## src/radio_gpio_pkg.sv

```systemverilog
/*
  Constants for the general-pin configuration block: register offsets,
  field positions, reset values and pin function codes.
  Assumes a 7-bit register address and 8-bit register data.
*/
// Operation
// - Bits 4:0 of the third pin's configuration register select the function on that pin.
// - Code 00000 drives the controller clock out, code 00001 drives the timer-expired flag.
// - Bits 7:6 of that register set the pin's drive strength.
// - Bit 5 turns on the pull-up while the pin is a digital input.
// - The whole configuration register resets to zero.
// - Port bits 6, 5 and 4 show the interrupt status of the third, second and first pin.
// - With port bit 3 set and chip select high, the interrupt request goes out on data out.
// - Port bits 2, 1 and 0 drive the third, second and first pin when they are direct outputs.
// - Reading those bits returns the pin level when the pin is a direct input.
// - Codes 00100, 00101 and 00110 pick falling, rising and any-edge interrupt inputs.
// - Code 00011 is a direct input and code 01010 a direct output.
package radio_gpio_pkg;
  localparam int ADDR_WIDTH = 7;
  localparam int DATA_WIDTH = 8;
  localparam int PIN_COUNT = 3;
  localparam logic [6:0] PIN2_CONFIG_ADDR = 7'h0d;
  localparam logic [6:0] IO_PORT_ADDR = 7'h0e;

  localparam int FUNC_LSB = 0;
  localparam int FUNC_MSB = 4;
  localparam int PULLUP_BIT = 5;
  localparam int DRIVE_LSB = 6;
  localparam int DRIVE_MSB = 7;
  localparam int DIRECT_LSB = 0;
  localparam int ITSDO_BIT = 3;
  localparam int STATUS_LSB = 4;
  localparam int RESERVED_BIT = 7;

  localparam logic [7:0] PIN2_CONFIG_RESET = 8'h00;
  localparam logic [2:0] DIRECT_RESET = 3'h0;
  localparam logic ITSDO_RESET = 1'h0;

  localparam logic [4:0] FN_MCU_CLOCK = 5'h00;
  localparam logic [4:0] FN_WAKEUP = 5'h01;
  localparam logic [4:0] FN_DIRECT_IN = 5'h03;
  localparam logic [4:0] FN_IRQ_FALL = 5'h04;
  localparam logic [4:0] FN_IRQ_RISE = 5'h05;
  localparam logic [4:0] FN_IRQ_CHANGE = 5'h06;
  localparam logic [4:0] FN_DIRECT_OUT = 5'h0a;
  localparam logic [4:0] FN_TX_DATA_IN = 5'h10;
  localparam logic [4:0] FN_RETRANSMIT_IN = 5'h11;
  localparam logic [4:0] FN_TIE_HIGH = 5'h1d;

  typedef enum logic [1:0] {IRQ_OFF, IRQ_FALL, IRQ_RISE, IRQ_CHANGE} irq_mode_e;
endpackage

```

## src/radio_gpio_pin_config.sv

```systemverilog
/*
  General-pin configuration and direct I/O for the radio: the third pin's
  configuration register, the shared port register, the third pin's output
  mux and the interrupt-on-data-out option.
  Assumes the first two pins' function codes, the controller clock level,
  the timer flag, the interrupt request and the serial data out come from
  other logic on sys_clk; pin levels and chip select come from pins.
*/
`timescale 1ns/10ps
module radio_gpio_pin_config (
  input wire logic sys_clk,
  input wire logic reset_n,
  input wire logic [6:0] regAddr,
  input wire logic [7:0] regWriteData,
  input wire logic regWrite,
  input wire logic regRead,
  output logic [7:0] regReadData,
  input wire logic [4:0] pin0FunctionSelect,
  input wire logic [4:0] pin1FunctionSelect,
  input wire logic pin0In,
  input wire logic pin1In,
  input wire logic pin2In,
  output logic pin0DirectOut,
  output logic pin0DirectOutEn,
  output logic pin1DirectOut,
  output logic pin1DirectOutEn,
  output logic pin2Out,
  output logic pin2OutEn,
  output logic pin2PullupEn,
  output logic [1:0] pin2DriveStrength,
  input wire logic mcuClockLevel,
  input wire logic wakeupTimerExpired,
  input wire logic interruptRequest_n,
  input wire logic chipSelect_n,
  input wire logic spiDataOut,
  input wire logic spiDataOutEn,
  output logic sdoOut,
  output logic sdoOutEn
);
  logic [7:0] pin2Config_reg;
  logic [2:0] directValue_reg;
  logic itsdo_reg;
  logic [7:0] readData_reg;
  logic pin0DirectOut_reg;
  logic pin0DirectOutEn_reg;
  logic pin1DirectOut_reg;
  logic pin1DirectOutEn_reg;
  logic pin2Out_reg;
  logic pin2OutEn_reg;
  logic pin2PullupEn_reg;
  logic [1:0] pin2DriveStrength_reg;
  logic sdoOut_reg;
  logic sdoOutEn_reg;

  logic [7:0] readData_next;
  logic pin2Out_next;
  logic pin2OutEn_next;
  logic pin2IsDigitalIn;
  logic [4:0] pin2Function;
  logic [4:0] pinFunction [radio_gpio_pkg::PIN_COUNT];
  logic [2:0] pinRaw;
  logic [2:0] pinLevel;
  logic [2:0] pinRise;
  logic [2:0] pinFall;
  logic [2:0] irqStatus;
  logic [2:0] isDirectIn;
  logic [2:0] isDirectOut;
  logic [2:0] directRead;
  logic statusClear;
  logic chipSelectLevel;
  logic chipSelectUnused0;
  logic chipSelectUnused1;
  radio_gpio_pkg::irq_mode_e irqMode [radio_gpio_pkg::PIN_COUNT];

  assign pin2Function = pin2Config_reg[radio_gpio_pkg::FUNC_MSB:radio_gpio_pkg::FUNC_LSB];
  assign pinFunction[0] = pin0FunctionSelect;
  assign pinFunction[1] = pin1FunctionSelect;
  assign pinFunction[2] = pin2Function;
  assign pinRaw = {pin2In, pin1In, pin0In};

  // Reading the port register clears the interrupt status bits
  assign statusClear = regRead && (regAddr == radio_gpio_pkg::IO_PORT_ADDR);

  // Third pin configuration register
  always_ff @(posedge sys_clk) begin
    if (!reset_n) begin
      pin2Config_reg <= radio_gpio_pkg::PIN2_CONFIG_RESET;
    end else if (regWrite && (regAddr == radio_gpio_pkg::PIN2_CONFIG_ADDR)) begin
      pin2Config_reg <= regWriteData;
    end
  end

  // Writable part of the port register; upper bits are read-only
  always_ff @(posedge sys_clk) begin
    if (!reset_n) begin
      directValue_reg <= radio_gpio_pkg::DIRECT_RESET;
      itsdo_reg <= radio_gpio_pkg::ITSDO_RESET;
    end else if (regWrite && (regAddr == radio_gpio_pkg::IO_PORT_ADDR)) begin
      directValue_reg <= regWriteData[radio_gpio_pkg::DIRECT_LSB +: 3];
      itsdo_reg <= regWriteData[radio_gpio_pkg::ITSDO_BIT];
    end
  end

  // Per-pin mode decode, synchroniser and interrupt status
  genvar i;
  generate
    for (i = 0; i < radio_gpio_pkg::PIN_COUNT; i++) begin : g_pin
      always_comb begin
        isDirectIn[i] = (pinFunction[i] == radio_gpio_pkg::FN_DIRECT_IN);
        isDirectOut[i] = (pinFunction[i] == radio_gpio_pkg::FN_DIRECT_OUT);
        if (pinFunction[i] == radio_gpio_pkg::FN_IRQ_FALL) begin
          irqMode[i] = radio_gpio_pkg::IRQ_FALL;
        end else if (pinFunction[i] == radio_gpio_pkg::FN_IRQ_RISE) begin
          irqMode[i] = radio_gpio_pkg::IRQ_RISE;
        end else if (pinFunction[i] == radio_gpio_pkg::FN_IRQ_CHANGE) begin
          irqMode[i] = radio_gpio_pkg::IRQ_CHANGE;
        end else begin
          irqMode[i] = radio_gpio_pkg::IRQ_OFF;
        end
        directRead[i] = isDirectIn[i] ? pinLevel[i] : directValue_reg[i];
      end

      pin_input_sync u_sync (
        .sys_clk(sys_clk),
        .reset_n(reset_n),
        .pinIn(pinRaw[i]),
        .level(pinLevel[i]),
        .rise(pinRise[i]),
        .fall(pinFall[i])
      );

      ext_irq_detect u_irq (
        .sys_clk(sys_clk),
        .reset_n(reset_n),
        .mode(irqMode[i]),
        .rise(pinRise[i]),
        .fall(pinFall[i]),
        .clearPulse(statusClear),
        .status(irqStatus[i])
      );
    end
  endgenerate

  // Chip select passes the same three-stage filter
  pin_input_sync u_cs_sync (
    .sys_clk(sys_clk),
    .reset_n(reset_n),
    .pinIn(chipSelect_n),
    .level(chipSelectLevel),
    .rise(chipSelectUnused0),
    .fall(chipSelectUnused1)
  );

  // Read data mux
  always_comb begin
    readData_next = 8'h00;
    if (regAddr == radio_gpio_pkg::PIN2_CONFIG_ADDR) begin
      readData_next = pin2Config_reg;
    end else if (regAddr == radio_gpio_pkg::IO_PORT_ADDR) begin
      readData_next[radio_gpio_pkg::RESERVED_BIT] = 1'b0;
      readData_next[radio_gpio_pkg::STATUS_LSB +: 3] = irqStatus;
      readData_next[radio_gpio_pkg::ITSDO_BIT] = itsdo_reg;
      readData_next[radio_gpio_pkg::DIRECT_LSB +: 3] = directRead;
    end
  end

  // Read data stands for the one cycle after the strobe
  always_ff @(posedge sys_clk) begin
    if (!reset_n) begin
      readData_reg <= 8'h00;
    end else if (regRead) begin
      readData_reg <= readData_next;
    end else begin
      readData_reg <= 8'h00;
    end
  end

  // Third pin function mux
  always_comb begin
    pin2Out_next = 1'b0;
    pin2OutEn_next = 1'b1;
    pin2IsDigitalIn = 1'b0;
    if (pin2Function == radio_gpio_pkg::FN_MCU_CLOCK) begin
      pin2Out_next = mcuClockLevel;
    end else if (pin2Function == radio_gpio_pkg::FN_WAKEUP) begin
      pin2Out_next = wakeupTimerExpired;
    end else if (pin2Function == radio_gpio_pkg::FN_DIRECT_OUT) begin
      pin2Out_next = directValue_reg[2];
    end else if (pin2Function == radio_gpio_pkg::FN_TIE_HIGH) begin
      pin2Out_next = 1'b1;
    end else if (isDirectIn[2] || (irqMode[2] != radio_gpio_pkg::IRQ_OFF)
                 || (pin2Function == radio_gpio_pkg::FN_TX_DATA_IN)
                 || (pin2Function == radio_gpio_pkg::FN_RETRANSMIT_IN)) begin
      pin2OutEn_next = 1'b0;
      pin2IsDigitalIn = 1'b1;
    end
  end

  always_ff @(posedge sys_clk) begin
    if (!reset_n) begin
      pin2Out_reg <= 1'b0;
      pin2OutEn_reg <= 1'b0;
      pin2PullupEn_reg <= 1'b0;
      pin2DriveStrength_reg <= 2'h0;
    end else begin
      pin2Out_reg <= pin2Out_next;
      pin2OutEn_reg <= pin2OutEn_next;
      pin2PullupEn_reg <= pin2IsDigitalIn
                          && pin2Config_reg[radio_gpio_pkg::PULLUP_BIT];
      pin2DriveStrength_reg <=
        pin2Config_reg[radio_gpio_pkg::DRIVE_MSB:radio_gpio_pkg::DRIVE_LSB];
    end
  end

  // Direct outputs for the first two pins, muxed onto the pins elsewhere
  always_ff @(posedge sys_clk) begin
    if (!reset_n) begin
      pin0DirectOut_reg <= 1'b0;
      pin0DirectOutEn_reg <= 1'b0;
      pin1DirectOut_reg <= 1'b0;
      pin1DirectOutEn_reg <= 1'b0;
    end else begin
      pin0DirectOut_reg <= directValue_reg[0];
      pin0DirectOutEn_reg <= isDirectOut[0];
      pin1DirectOut_reg <= directValue_reg[1];
      pin1DirectOutEn_reg <= isDirectOut[1];
    end
  end

  // Data out carries the interrupt request while the interface is idle
  always_ff @(posedge sys_clk) begin
    if (!reset_n) begin
      sdoOut_reg <= 1'b0;
      sdoOutEn_reg <= 1'b0;
    end else if (chipSelectLevel && itsdo_reg) begin
      sdoOut_reg <= interruptRequest_n;
      sdoOutEn_reg <= 1'b1;
    end else begin
      sdoOut_reg <= spiDataOut;
      sdoOutEn_reg <= spiDataOutEn && !chipSelectLevel;
    end
  end

  assign regReadData = readData_reg;
  assign pin0DirectOut = pin0DirectOut_reg;
  assign pin0DirectOutEn = pin0DirectOutEn_reg;
  assign pin1DirectOut = pin1DirectOut_reg;
  assign pin1DirectOutEn = pin1DirectOutEn_reg;
  assign pin2Out = pin2Out_reg;
  assign pin2OutEn = pin2OutEn_reg;
  assign pin2PullupEn = pin2PullupEn_reg;
  assign pin2DriveStrength = pin2DriveStrength_reg;
  assign sdoOut = sdoOut_reg;
  assign sdoOutEn = sdoOutEn_reg;
endmodule

```

## src/pin_input_sync.sv

```systemverilog
/*
  Three-stage synchroniser for one pin, with a filtered level and
  one-cycle rise and fall pulses.
  Assumes pinIn is asynchronous to sys_clk.
*/
`timescale 1ns/10ps
module pin_input_sync (
  input wire logic sys_clk,
  input wire logic reset_n,
  input wire logic pinIn,
  output logic level,
  output logic rise,
  output logic fall
);
  logic stage1Reg;
  logic stage2Reg;
  logic stage3Reg;
  logic levelReg;
  logic riseReg;
  logic fallReg;

  always_ff @(posedge sys_clk) begin
    if (!reset_n) begin
      stage1Reg <= 1'b0;
      stage2Reg <= 1'b0;
      stage3Reg <= 1'b0;
    end else begin
      stage1Reg <= pinIn;
      stage2Reg <= stage1Reg;
      stage3Reg <= stage2Reg;
    end
  end

  // Level moves only once stages two and three agree
  always_ff @(posedge sys_clk) begin
    if (!reset_n) begin
      levelReg <= 1'b0;
      riseReg <= 1'b0;
      fallReg <= 1'b0;
    end else begin
      riseReg <= (stage2Reg == stage3Reg) && stage3Reg && !levelReg;
      fallReg <= (stage2Reg == stage3Reg) && !stage3Reg && levelReg;
      if (stage2Reg == stage3Reg) begin
        levelReg <= stage3Reg;
      end
    end
  end

  assign level = levelReg;
  assign rise = riseReg;
  assign fall = fallReg;
endmodule

```

## src/ext_irq_detect.sv

```systemverilog
/*
  Sticky external-interrupt status for one pin.
  Assumes rise and fall are one-cycle pulses on sys_clk.
*/
`timescale 1ns/10ps
module ext_irq_detect (
  input wire logic sys_clk,
  input wire logic reset_n,
  input radio_gpio_pkg::irq_mode_e mode,
  input wire logic rise,
  input wire logic fall,
  input wire logic clearPulse,
  output logic status
);
  logic statusReg;
  logic hit;

  always_comb begin
    unique case (mode)
      radio_gpio_pkg::IRQ_OFF: hit = 1'b0;
      radio_gpio_pkg::IRQ_FALL: hit = fall;
      radio_gpio_pkg::IRQ_RISE: hit = rise;
      radio_gpio_pkg::IRQ_CHANGE: hit = rise | fall;
    endcase
  end

  // Event in the clearing cycle keeps the bit set
  always_ff @(posedge sys_clk) begin
    if (!reset_n) begin
      statusReg <= 1'b0;
    end else if (hit) begin
      statusReg <= 1'b1;
    end else if (clearPulse) begin
      statusReg <= 1'b0;
    end
  end

  assign status = statusReg;
endmodule

```

## config.mk

```make
export PLATFORM = sky130hd
export DESIGN_NAME = radio_gpio_pin_config
export DESIGN_NICKNAME = d
export VERILOG_FILES = /design/src/radio_gpio_pkg.sv /design/src/radio_gpio_pin_config.sv /design/src/pin_input_sync.sv /design/src/ext_irq_detect.sv
export SDC_FILE = /design/constraint.sdc
export NUM_CORES = 1
export LEC_CHECK = 0
export ABC_AREA = 1
export BUFFER_PORTS_ARGS = -buffer_cell sky130_fd_sc_hd__buf_2
export CORE_ASPECT_RATIO = 0.75
export CORE_MARGIN = 2
export CORE_UTILIZATION = 30
export CTS_BUF_LIST = sky130_fd_sc_hd__clkbuf_2
export CTS_CLUSTER_SIZE = 28
export DETAILED_ROUTE_END_ITERATION = 12
export HOLD_SLACK_MARGIN = 0.08
export RECOVER_POWER = 50
export SLEW_MARGIN = 40
export SYNTH_ARGS = -nofsm -noshare
export SYNTH_HDL_FRONTEND = slang
export SYNTH_SLANG_ARGS = --single-unit
```

## constraint.sdc

```tcl
create_clock -name sys_clk -period 1.2 [get_ports sys_clk]
set_input_delay 0.24 -clock sys_clk [delete_from_list [all_inputs] [get_ports sys_clk]]
set_output_delay 0.24 -clock sys_clk [all_outputs]
set_load 0.005 [all_outputs]
```

==> out/summary.json <==
{
  "yosys_register_bits": {"value": 56},
  "synth-warning-count": {"value": 0},
  "detailroute.via_count": {"value": 2128},
  "global_route.usage.met2": {"value": 22.2, "unit": "%"},
  "clkLatencyLatePin": {"value": 0.45, "unit": "ns"},
  "io-pin-count": {"value": 57},
  "wl_per_instance": {"value": 10.4, "unit": "um"},
  "worst_supply_voltage_drop_on_vdd": {"value": 0.401, "unit": "mV"},
  "power.leakage": {"value": 0.00151, "unit": "uW"},
  "floorplan_core_area": {"value": 7300, "unit": "um^2"},
  "floorplan.initialDensity": {"value": 30.8, "unit": "%"},
  "fillerInstances": {"value": 777},
  "slew_headroom": {"value": 76.8, "unit": "%"},
  "ff2ff_setup_slack": {"value": 0.09, "unit": "ns"},
  "worstReg2RegEnd": {"value": "pin2PullupEn"},
  "gp_routability_congestion": {"value": 0.855},
  "synthesized_cell_area": {"value": 2240, "unit": "um^2"},
  "cts_root_buffer": {"value": "clkbuf_2"},
  "netlist-cell-type-count": {"value": 22},
  "post_synth_main_area_contributors": {"value": "dfxtp_1, nand2_1, inv_1"},
  "postSynthCellCount": {"value": 300},
  "grt_setup_unrepaired": {"value": "yes"},
  "placement_rows": {"value": 27},
  "post_synth_most_frequent_cells": {"value": "nand2_1, dfxtp_1, inv_1"},
  "worstSetupPathType": {"value": "primary input to register"},
  "global_route.usage.total": {"value": 13.4, "unit": "%"},
  "cell_with_the_most_instances_on_the_worst_path": {"value": "dlygate4sd3_1"},
  "final_critical_path_time_including_i_o_delays_and_setup": {"value": 1.21, "unit": "ns"},
  "syn_nets": {"value": 344},
  "fin_hold_viols": {"value": 0},
  "violated_checks": {"value": "negative setup slack"},
  "first_global_vias": {"value": 1987},
  "global_route_met3_utilization": {"value": 3.28, "unit": "%"},
  "highest_fanout_seen_on_the_critical_path": {"value": 2},
  "crit_path_start": {"value": "pin0FunctionSelect[3]"},
  "yosysSeqAreaShare": {"value": 49.9, "unit": "%"},
  "ys.flop_type": {"value": "dfxtp_1"},
  "clock-skew-final": {"value": 0.0352, "unit": "ns"},
  "clockBufferDepth": {"value": 2},
  "run_status": {"value": "finished, violations left"},
  "yosysTopAreaCellShare": {"value": 49.9, "unit": "%"},
  "cp_slowest_stage_delay": {"value": 0.56, "unit": "ns"},
  "critical_path_depth": {"value": 5},
  "antenna_violations_before_repair": {"value": 0},
  "clock_sink_count": {"value": 56},
  "detailed_place_hpwl": {"value": 3790, "unit": "um"},
  "cts_inserted_buffers": {"value": 5},
  "max_cap_viol_count": {"value": 0},
  "max_clock_freq": {"value": 828, "unit": "MHz"},
  "critical_path.n_buffers_inverters": {"value": 3},
  "critical_path_arrival": {"value": 1.64, "unit": "ns"},
  "cts.repair_timing.setup_buffer_count": {"value": 0},
  "power_density": {"value": 958, "unit": "nW/um^2"},
  "htree_num_levels": {"value": 2},
  "area_growth": {"value": 38.2, "unit": "%"},
  "post_cts_clock_slew_at_the_launch_and_capture_registers_of_the_worst_setup_and_hold_paths": {"value": 0.30, "unit": "ns"},
  "rr_worst_depth": {"value": 3},
  "detail-route-antenna-nets": {"value": 0},
  "depth_of_the_worst_hold_timing_path": {"value": 4},
  "kind_of_start_point_of_the_critical_path": {"value": "primary input"},
  "final-max-slew-violation-count": {"value": 0},
  "post-synth-top-count-cell": {"value": "nand2_1"},
  "synth_area_per_cell": {"value": 7.48, "unit": "um^2"},
  "total_power_consumption_of_the_routed_design": {"value": 2970, "unit": "uW"},
  "route.detailed.drc": {"value": 0},
  "wire_length_of_the_first_global_routing_pass": {"value": 8880, "unit": "um"},
  "final.period_utilization": {"value": 101, "unit": "%"},
  "cpLargestDelayFamily": {"value": "buffers and inverters"},
  "cts_tree": {"value": "built"},
  "grt_max_degree": {"value": 20},
  "final.hold.worst_slack": {"value": 0.123, "unit": "ns"},
  "antenna-diode-count": {"value": 0},
  "worst_ep_required": {"value": 1.63, "unit": "ns"},
  "layout.nets": {"value": 438},
  "grt_overflow_total": {"value": 0},
  "initialDrtViolationCount": {"value": 89},
  "dieHeight": {"value": 78.9, "unit": "um"},
  "critPathCapture": {"value": "pin0DirectOutEn"},
  "worstSetupEndpointType": {"value": "register"},
  "worstReg2RegStart": {"value": "pin2Config_reg[1]"},
  "firstDrtPassIters": {"value": 4},
  "cell_with_the_largest_stage_delay_on_the_worst_path": {"value": "dlygate4sd3_1"},
  "timing_worst_slew_pin_value": {"value": 0.345, "unit": "ns"},
  "floorplan.die_area": {"value": 8200, "unit": "um^2"},
  "globalRouteMet1Util": {"value": 17.5, "unit": "%"},
  "path_cells": {"value": "dlygate4sd3_1, buf_2, nand4_1, nor3_1, dlygate4sd3_1"},
  "number_of_synthesized_flops_with_an_enable_pin": {"value": 0},
  "busiest_layer": {"value": "met2"},
  "synth_area_leader_cell": {"value": "dfxtp_1"},
  "number_of_port_buffers": {"value": 56},
  "routed_via_density": {"value": 4.29},
  "ys_async_sr_fraction": {"value": 0, "unit": "%"},
  "hold_path_class": {"value": "primary input to register"},
  "wirelength": {"value": 5140, "unit": "um"},
  "post-route-worst-setup-slack": {"value": -0.00727, "unit": "ns"},
  "setup_viol": {"value": 2},
  "chip_width": {"value": 104, "unit": "um"},
  "post_route_cells_drive_above_1_share": {"value": 23.8, "unit": "%"}
}
worst register-to-register path, stage by stage (launching register included):
cell and delay (ns):
dfxtp_2 0.42, nor3_1 0.34, nand2_1 0.12, a31oi_1 0.21
through the flow:
step | utilization [%] | worst slack (ns) | instances | instance area, um^2 | setup TNS, ns
6_report | 42.5 | -0.00727 | 496 | 3100 | -0.00813
2_1_floorplan | - | 0.196 | 300 | 2240 | 0
5_1_grt | 42.5 | -0.0682 | 496 | 3100 | -0.796
3_5_place_dp | 36.7 | -0.0645 | 457 | 2680 | -0.177
3_3_place_gp | 36.7 | -0.0144 | 457 | 2680 | -0.0144
4_1_cts | 41.6 | -0.0369 | 495 | 3040 | -0.183
kinds of logic (layout without fill, tap and decap cells):
| kind of cell | after synthesis | in the layout | synth area share (%) |
|---|---|---|---|
| compound gates | 31 | 31 | 7.41 |
| fa+ha+maj | 6 | 6 | 3.34 |
| buf+inv | 59 | 154 | 11.1 |
| flops | 56 | 56 | 49.9 |
| simple gates | 148 | 148 | 28.1 |
placed cells by master (no fill, tap or decap), types with 5 or more instances in the layout:
| cell type | netlist | final |
|---|---|---|
| nor3_1 | 5 | 5 |
| buf_6 | 1 | 5 |
| ha_1 | 6 | 6 |
| nand4_1 | 8 | 8 |
| dfxtp_2 | 0 | 15 |
| nand3_1 | 18 | 17 |
| nor2_1 | 33 | 32 |
| inv_1 | 51 | 51 |
| a21oi_1 | 20 | 19 |
| clkbuf_2 | 0 | 5 |
| buf_4 | 3 | 6 |
| dfxtp_1 | 56 | 41 |
| nand2_1 | 77 | 77 |
| buf_2 | 0 | 51 |
| o21ai_0 | 6 | 6 |
| dlygate4sd3_1 | 0 | 31 |
routing by layer:
layer	up-vias	wire, um	share of wire (%)
li1	1115	-	-
met1	948	2520	49
met2	59	2330	45
met3	6	239	4.6
met4	0	56	1.1
met5	-	0	0
power by group:
group	internal [uW]	total [uW]	switching, uW
logic	162	297	135
clock network	145	757	611
registers	1900	1920	16.2
what timing repair did:
item / 4_1_cts / 5_1_grt
endpoints found under the setup margin: 11 / 28
hold buffers: 30 / 4
pin swaps: 0 / 1
hold endpoints to repair: 22 / 4
resized for setup: 5 / 19
worst min-delay path by stage:
stage,endpoint,startpoint
finish,g_pin[0].u_irq.status,pin0FunctionSelect[0]
global route,pin2Out,mcuClockLevel
CTS,pin2Out,wakeupTimerExpired
detailed placement,g_pin[1].u_sync.stage2Reg,g_pin[1].u_sync.stage1Reg
global placement,g_pin[1].u_sync.stage2Reg,g_pin[1].u_sync.stage1Reg
floorplan,pin0DirectOutEn,pin0FunctionSelect[2]
final cells by class:
cell class / instances / area (um^2) / share of cell area, %
Multi-Input combinational cell: 185 / 890 / 28.7
Inverter: 51 / 191 / 6.17
Clock inverter: 3 / 23.8 / 0.766
Timing Repair Buffer: 95 / 707 / 22.8
Clock buffer: 5 / 25.0 / 0.806
Sequential cell: 56 / 1140 / 36.7
Tap cell: 101 / 126 / 4.07
(Power assumes the default switching activity.)
